<file path="config.mk">
export PLATFORM = sky130hd
export DESIGN_NAME = umaf_top
export DESIGN_NICKNAME = d
export VERILOG_FILES = /design/src/rtl/umaf_pkg.sv /design/src/rtl/umaf_frame_class.sv /design/src/rtl/umaf_top.sv
export SDC_FILE = /design/constraint.sdc
export NUM_CORES = 1
export LEC_CHECK = 0
export ABC_AREA = 1
export BUFFER_PORTS_ARGS = -buffer_cell sky130_fd_sc_hd__clkbuf_2
export CAP_MARGIN = 30
export CORE_UTILIZATION = 45
export CTS_CLUSTER_DIAMETER = 50
export CTS_CLUSTER_SIZE = 8
export DETAILED_ROUTE_END_ITERATION = 6
export MAX_ROUTING_LAYER = met4
export PLACE_DENSITY = 0.74
export SETUP_SLACK_MARGIN = 0.15
export SYNTH_ARGS = -nofsm -noshare
export SYNTH_HDL_FRONTEND = slang
export SYNTH_SLANG_ARGS = --single-unit
</file>
<file path="constraint.sdc">
create_clock -name sys_clk -period 1.7 [get_ports sys_clk]
set_clock_uncertainty 0.05 [all_clocks]
set_input_delay 0.34 -clock sys_clk [delete_from_list [all_inputs] [get_ports sys_clk]]
set_output_delay 0.34 -clock sys_clk [all_outputs]
set_load 0.02 [all_outputs]
</file>
<file path="src/rtl/umaf_pkg.sv">
// package: register offsets, field positions and reset values for the address filter
package umaf_pkg;
  // register offsets on the plain register port
  localparam logic [2:0] OFF_DATA = 3'h0;
  localparam logic [2:0] OFF_CSA = 3'h1;
  localparam logic [2:0] OFF_CSB = 3'h2;
  localparam logic [2:0] OFF_SHARED = 3'h3;
  // ctrl_status_a fields
  localparam int CSA_FILTER = 0;
  localparam int CSA_TXC = 6;
  localparam int CSA_RXC = 7;
  // ctrl_status_b fields
  localparam int CSB_SIZE2 = 2;
  localparam int CSB_RX9 = 1;
  localparam int CSB_TX9 = 0;
  // frame configuration fields
  localparam int CFG_SEL = 7;
  localparam int CFG_TWO_STOP = 3;
  localparam int CFG_SIZE0 = 1;
  // reset values and character size codes
  localparam logic [7:0] CFG_RESET = 8'h86;
  localparam logic [7:0] BAUD_HI_RESET = 8'h00;
  localparam logic [2:0] SIZE_NINE = 3'h7;
  localparam logic [2:0] SIZE_EIGHT = 3'h3;
endpackage : umaf_pkg

</file>
<file path="src/rtl/umaf_frame_class.sv">
// frame classifier: picks the frame-type bit and decides whether a frame is kept
`timescale 1ns/1ps
`default_nettype none
module umaf_frame_class (
  // configuration
  input wire logic [2:0] char_size_sel,
  input wire logic addr_filter_en,
  // received frame
  input wire logic rx_ninth_bit,
  input wire logic rx_first_stop,
  // decision
  output logic is_address,
  output logic keep_frame
);
  always_comb begin
    // nine-bit frames carry the type in the ninth bit, others in the first stop bit
    if (char_size_sel == umaf_pkg::SIZE_NINE) begin
      is_address = rx_ninth_bit;
    end else begin
      is_address = rx_first_stop;
    end
    keep_frame = !addr_filter_en || is_address;
  end
endmodule : umaf_frame_class
`default_nettype wire

</file>
<file path="src/rtl/umaf_top.sv">
// receive address filter and shared baud-high / frame-config register access
`timescale 1ns/1ps
`default_nettype none
module umaf_top (
  // clock and reset
  input wire logic sys_clk,
  input wire logic resetn,
  // register port
  input wire logic [2:0] reg_addr,
  input wire logic [7:0] reg_wdata,
  input wire logic reg_wr,
  input wire logic reg_rd,
  output logic [7:0] reg_rdata,
  // receiver frame in
  input wire logic rx_frame_valid,
  input wire logic [7:0] rx_frame_data,
  input wire logic rx_frame_bit8,
  input wire logic rx_frame_stop,
  // transmitter events and controls
  input wire logic tx_done_pulse,
  output logic tx_ninth_bit,
  output logic [2:0] char_size_sel,
  output logic two_stop_sel,
  output logic [7:0] baud_div_high,
  // receive status
  output logic rx_complete_flag
);
  // ---------------------------------------------------------------
  // state
  // ---------------------------------------------------------------
  logic addr_filter_en_reg, addr_filter_en_next;
  logic tx_complete_reg, tx_complete_next;
  logic rx_full_reg, rx_full_next;
  logic [7:0] rx_data_reg, rx_data_next;
  logic rx_ninth_reg, rx_ninth_next;
  logic size2_reg, size2_next;
  logic tx_ninth_reg, tx_ninth_next;
  logic [7:0] cfg_reg, cfg_next;
  logic [7:0] baud_hi_reg, baud_hi_next;
  logic shared_rd_reg, shared_rd_next;
  logic [7:0] rdata_reg, rdata_next;
  logic is_address;
  logic keep_frame;
  logic [2:0] size_sel;

  function automatic logic hit(input logic [2:0] a, input logic [2:0] off);
    hit = (a == off);
  endfunction : hit

  // one size setting feeds both directions
  assign size_sel = {size2_reg, cfg_reg[umaf_pkg::CFG_SIZE0+1], cfg_reg[umaf_pkg::CFG_SIZE0]};

  umaf_frame_class u_class (
    .char_size_sel(size_sel),
    .addr_filter_en(addr_filter_en_reg),
    .rx_ninth_bit(rx_frame_bit8),
    .rx_first_stop(rx_frame_stop),
    .is_address(is_address),
    .keep_frame(keep_frame)
  );

  // ---------------------------------------------------------------
  // next state
  // ---------------------------------------------------------------
  always_comb begin
    addr_filter_en_next = addr_filter_en_reg;
    tx_complete_next = tx_complete_reg;
    rx_full_next = rx_full_reg;
    rx_data_next = rx_data_reg;
    rx_ninth_next = rx_ninth_reg;
    size2_next = size2_reg;
    tx_ninth_next = tx_ninth_reg;
    cfg_next = cfg_reg;
    baud_hi_next = baud_hi_reg;
    rdata_next = 8'h00;
    shared_rd_next = reg_rd && hit(reg_addr, umaf_pkg::OFF_SHARED);
    if (reg_rd) begin
      unique case (reg_addr)
        umaf_pkg::OFF_DATA: begin
          rdata_next = rx_data_reg;
          rx_full_next = 1'b0;
        end
        umaf_pkg::OFF_CSA: begin
          rdata_next = 8'h00;
          rdata_next[umaf_pkg::CSA_RXC] = rx_full_reg;
          rdata_next[umaf_pkg::CSA_TXC] = tx_complete_reg;
          rdata_next[umaf_pkg::CSA_FILTER] = addr_filter_en_reg;
        end
        umaf_pkg::OFF_CSB: begin
          rdata_next = 8'h00;
          rdata_next[umaf_pkg::CSB_SIZE2] = size2_reg;
          rdata_next[umaf_pkg::CSB_RX9] = rx_ninth_reg;
          rdata_next[umaf_pkg::CSB_TX9] = tx_ninth_reg;
        end
        umaf_pkg::OFF_SHARED: begin
          if (shared_rd_reg) begin
            rdata_next = cfg_reg | (8'h01 << umaf_pkg::CFG_SEL);
          end else begin
            rdata_next = baud_hi_reg;
          end
        end
        default: rdata_next = 8'h00;
      endcase
    end
    if (reg_wr) begin
      unique case (reg_addr)
        umaf_pkg::OFF_CSA: begin
          addr_filter_en_next = reg_wdata[umaf_pkg::CSA_FILTER];
          if (reg_wdata[umaf_pkg::CSA_TXC]) begin
            tx_complete_next = 1'b0;
          end
        end
        umaf_pkg::OFF_CSB: begin
          size2_next = reg_wdata[umaf_pkg::CSB_SIZE2];
          tx_ninth_next = reg_wdata[umaf_pkg::CSB_TX9];
        end
        umaf_pkg::OFF_SHARED: begin
          if (reg_wdata[umaf_pkg::CFG_SEL]) begin
            cfg_next = reg_wdata;
          end else begin
            baud_hi_next = reg_wdata;
          end
        end
        default: begin
        end
      endcase
    end
    // hardware set wins over software clear
    if (tx_done_pulse) begin
      tx_complete_next = 1'b1;
    end
    if (rx_frame_valid && keep_frame) begin
      rx_data_next = rx_frame_data;
      rx_ninth_next = rx_frame_bit8;
      rx_full_next = 1'b1;
    end
  end

  // ---------------------------------------------------------------
  // registers
  // ---------------------------------------------------------------
  always_ff @(posedge sys_clk or negedge resetn) begin
    if (!resetn) begin
      addr_filter_en_reg <= 1'b0;
      tx_complete_reg <= 1'b0;
      rx_full_reg <= 1'b0;
      rx_data_reg <= 8'h00;
      rx_ninth_reg <= 1'b0;
      size2_reg <= 1'b0;
      tx_ninth_reg <= 1'b0;
      cfg_reg <= umaf_pkg::CFG_RESET;
      baud_hi_reg <= umaf_pkg::BAUD_HI_RESET;
      shared_rd_reg <= 1'b0;
      rdata_reg <= 8'h00;
    end else begin
      addr_filter_en_reg <= addr_filter_en_next;
      tx_complete_reg <= tx_complete_next;
      rx_full_reg <= rx_full_next;
      rx_data_reg <= rx_data_next;
      rx_ninth_reg <= rx_ninth_next;
      size2_reg <= size2_next;
      tx_ninth_reg <= tx_ninth_next;
      cfg_reg <= cfg_next;
      baud_hi_reg <= baud_hi_next;
      shared_rd_reg <= shared_rd_next;
      rdata_reg <= rdata_next;
    end
  end

  // transmit controls never look at the filter enable
  assign tx_ninth_bit = tx_ninth_reg;
  assign char_size_sel = size_sel;
  assign two_stop_sel = cfg_reg[umaf_pkg::CFG_TWO_STOP];
  assign baud_div_high = baud_hi_reg;
  assign rx_complete_flag = rx_full_reg;
  assign reg_rdata = rdata_reg;
endmodule : umaf_top
`default_nettype wire

</file>
# ---- Word level (Yosys, flattened, before mapping)
# Index checks and enable logic that the tools add are counted.
dict set report op_classes {
  eq_ne 4
  bitwise_logic 1
  n_mux 11
  reduce_logical 16
}
# op n
set op_table {}
lappend op_table {{$pmux W8 S4} 1}
lappend op_table {{$mux W8} 2}
lappend op_table {{$reduce_bool A2 Y1} 5}
lappend op_table {{$reduce_and A3 Y1} 3}
lappend op_table {{$mux W1} 8}
lappend op_table {{$eq A3 B2 Y1 const B} 2}
lappend op_table {{$reduce_and A2 Y1} 3}
lappend op_table {{$eq A3 B1 Y1 const B} 1}
lappend op_table {{$eq A3 B3 Y1 const B} 1}
lappend op_table {{$logic_not A3 Y1} 1}
lappend op_table {{$logic_and A1 B1 Y1} 2}
lappend op_table {{$logic_not A1 Y1} 1}
lappend op_table {{$logic_or A1 B1 Y1} 1}
lappend op_table {{$not A1 Y1} 1}
dict set report word_totals {
  reg_bits 37
  output_inout_bits 22
  elab_cells 43
}

# ---- Longest topological paths before layout
dict set report depth {
  word_depth 6
  depth_mapped 7
  mapped_depth_nobuf 7
}

# ---- Hierarchy
# A second synthesis with hierarchy kept.
dict set report unflattened {
  hier_cells 187
  hier_area_um2 1759.2
}
# mod cells_each seq_area_each_um2 n_inst area_per_inst_um2
set modules_own_cells {}
lappend modules_own_cells {umaf_top 182 928.4 1 1735.4}
lappend modules_own_cells {umaf_frame_class 5 0.0 1 23.8}

# ---- Worst setup path after synthesis
# OpenSTA, ideal clock, no wires.
dict set report synth_path {
  kind {flip-flop to flip-flop}
  startpoint {register cfg_reg[1]}
  endpoint {register rx_full_reg (netlist: rx_complete_flag)}
  stages_incl_launch_ff 6
  n_path_buf 0
  slack_ns 0.470
  required_time_ns 1.526
  arrival_time_ns 1.056
  period_less_slack_ns 1.230
  path_cell_list {dfstp_2 > nand3_1 > nand2_1 > nand3_2 > nand2_2 > nand2_1}
}
dict set report synth_via {
  elab_chain_len 6
}
# item line_no
set synth_rtl {}
lappend synth_rtl {{from (decl)} umaf_top.sv:38} ;# logic [7:0] cfg_reg, cfg_next;
lappend synth_rtl {{from (signal assigned)} umaf_top.sv:151} ;# cfg_reg <= umaf_pkg::CFG_RESET;
lappend synth_rtl {{from (signal assigned)} umaf_top.sv:163} ;# cfg_reg <= cfg_next;
lappend synth_rtl {{$eq A3 B3 Y1 *} umaf_frame_class.sv:17} ;# if (char_size_sel == umaf_pkg::SIZE_NINE) begin
lappend synth_rtl {{$mux W1 *} umaf_frame_class.sv:17}
lappend synth_rtl {{$logic_or A1 B1 Y1 *} umaf_frame_class.sv:22} ;# keep_frame = !addr_filter_en || is_address;
lappend synth_rtl {{$logic_and A1 B1 Y1 *} umaf_top.sv:132} ;# if (rx_frame_valid && keep_frame) begin
lappend synth_rtl {{$reduce_bool A2 Y1 (no line)} -}
lappend synth_rtl {{$reduce_and A2 Y1 (no line)} -}
lappend synth_rtl {{to (signal assigned)} umaf_top.sv:158} ;# rx_full_reg <= rx_full_next;
lappend synth_rtl {{to (decl)} umaf_top.sv:33} ;# logic rx_full_reg, rx_full_next;
# Every way passes the cells marked *; elsewhere a longest branch is shown, timed or not.
# A chain may end at the register's enable or synchronous reset.

# ---- Final worst setup path
dict set report layout_path {
  startpoint {register cfg_reg[1]}
  endpoint {output port char_size_sel[0]}
}
# item line_no
set layout_rtl {}
lappend layout_rtl {{to (decl)} umaf_top.sv:22} ;# output logic [2:0] char_size_sel,
# No word-level cell between the ends.

==> qor.yml <==
final_layout:
  num-nets-final: 276
  fillCellCount: 357
  stdcell_area_um2: 2120
  post-route-util: 0.571
  syn_to_final_growth_pct: 20.1
  drive_gt1_frac: 0.344
  antenna_cells: 0
timing:
  setup_violations: 0
  max_freq_mhz: 689
  finalHoldViolations: 0
  period_needed_ns: 1.45
  slew_violations: 0
  fin_setup_tns_ns: 0
  grt_setup_unrepaired: "false"
  period_share: 0.854
placed_design:
  dpl_cell_area_um2: 2020
  port_buffers: 47
  gp_congestion: 0.854
  dpl.hpwl_mm: 2.69
worst_setup_path:
  cp.required_ns: 1.31
  critical_path.slowest_cell: "dfstp_2"
  cp-start-kind: "flop"
  path_class: "reg2out"
  critPathMaxStageDelay_ns: 0.59
  cp_cell_sequence: "clkbuf_2"
  startpoint: "cfg_reg[1]"
  r2r-start: "cfg_reg[1]"
  path_buf_inv: 1
  crit_fanout: 5
  end_kind: "primary output"
  worst_ep_arrival_time_ns: 1.06
  critical_path.top_delay_family: "flip-flops"
clock_network:
  postCtsSetupRepairBufs: 0
  cts_buffer_depth: 2
  h-tree-depth: 2
  cts_tree: "yes"
  cts_buffers: 5
  cts.sinks: 37
  cts.clk_slew.worst_paths_ns: 0.07
  clk_latency_ns: 0.29
  cts_root_buf: "clkbuf_8"
yosys:
  synthCells: 201
  synth_nets: 228
  synth.area.top_cells: "dfrtp_1 (50%), nand2_1 (15%), o21ai_2 (6.9%)"
  synth_most_common_cell: "nand2_1"
  synth_flop_cell: "dfrtp_1"
  avgSynthCellArea_um2: 8.78
  yosysTopAreaCell: "dfrtp_1"
  yosys.cell_types.count: 24
  ys_seq_area_frac: 0.526
  synth-async-reset-ratio: 1.00
  ys_warn_count: 0
  ys_seq_elements: 37
  synth_edf_count: 0
  yosys-top-cells-count: "nand2_1 (70), dfrtp_1 (35), inv_1 (21)"
  synthesis.area_um2: 1770
  netlist.area_leader.share: 0.496
min_path:
  hold_path.class: "in2reg"
  worstHoldStart: "tx_done_pulse"
drt:
  drc: 0
  dr.pass1.iters: 4
  vias: 1436
  viasPerCell: 4.82
  wl_per_cell_um: 11.7
  drt_iter0_markers: 61
  routed_wl_mm: 3.48
  ant_nets: 0
floorplanning:
  core_area_um2: 3720
  die_area_um2: 4180
  rows: 22
  die_x_um: 64.6
  io_pins: 49
  start_util: 0.475
  die_height_um: 64.6
status:
  status: "completed"
power_and_ir_drop:
  leakage_uw: 0.00115
  finalPower_uw: 2180
  ir_drop_mv: 0.475
  powerDensity_nw_per_um2: 1030
global_route:
  met1_usage: 0.230
  busiest_layer: "met2"
  antenna_found_initial: 0
  grt_use_total: 0.202
  grt_start_max_net_pins: 22
  grt_pass1_wl_mm: 5.95
  grt.overflow.total: 0
  grt_pass1_vias: 1374
  met2_usage: 0.324
  grt_use_met3: 0.0616
job:
  drv_cap: 0
placed cells by master, fill, tap and decap left out, types with 2 or more instances in the layout:
cell type and n:
nor2_1 4, clkbuf_2 47, o21ai_2 14, o21ai_0 8, clkbuf_8 5, dfstp_2 2
inv_1 21, a21oi_1 3, dfrtp_1 35, nand2_1 70, nand2_2 7, nand3_1 15
o21ai_1 4, clkinv_2 2
cells by family (layout without fill, tap and decap cells):
| group | Yosys count | count (layout) | share of synthesized area |
|---|---|---|---|
| simple gates | 104 | 104 | 0.279 |
| buf+inv | 30 | 79 | 0.0815 |
| compound gates | 29 | 29 | 0.112 |
| flops | 37 | 37 | 0.526 |
| other cells | 1 | 1 | 0.00212 |
power breakdown:
part | internal [uW] | switching (uW) | leakage (uW)
registers | 1010 | 99.6 | 0.000463
clock network | 283 | 318 | 0.0000439
logic | 179 | 296 | 0.000646
what timing repair did:
item | CTS | global route
setup endpoints to repair | 0 | 6
hold buffers | 1 | 0
gates resized for setup | 0 | 1
hold endpoints to repair | 14 | 0
final timing paths:
check / endpoint / slack (ns) / cells after the start
max in group asynchronous: rx_data_reg[4] / 0.67 / 3
min reg2reg: rx_data_reg[0] / 0.43 / 2
max reg2reg: rx_ninth_reg / 0.29 / 6
min in group asynchronous: shared_rd_reg / 0.47 / 2
max: char_size_sel[0] / 0.25 / 1
min: tx_complete_reg / 0.20 / 3
stage by stage:
stage                     cells  setup WS [ns]  hold slack (ns)
after floorplan             201          0.470         -0.00559
after global placement      289          0.291            0.252
after detailed placement    289          0.251            0.261
after CTS                   298          0.238            0.186
after global routing        298          0.179            0.186
final                       298          0.249            0.198
per-layer routing:
| metal | share of wire | wire length, um | vias up |
|---|---|---|---|
| met5 | 0 | 0 | - |
| met4 | 0.023 | 80 | 0 |
| met3 | 0.050 | 173 | 9 |
| met2 | 0.47 | 1640 | 40 |
| met1 | 0.45 | 1580 | 661 |
| li1 | - | - | 726 |
area by class of cell:
class                           instances  area (um^2)  share of cell area
Tap cell                               48         60.1              0.0283
Clock buffer                            5         68.8              0.0324
Timing Repair Buffer                   49          265               0.125
Sequential cell                        37          928               0.438
Clock inverter                          3         17.5             0.00826
Multi-Input combinational cell        134          698               0.329
Inverter                               22         82.6              0.0389
No activity file was read; power rests on OpenSTA's default activity.
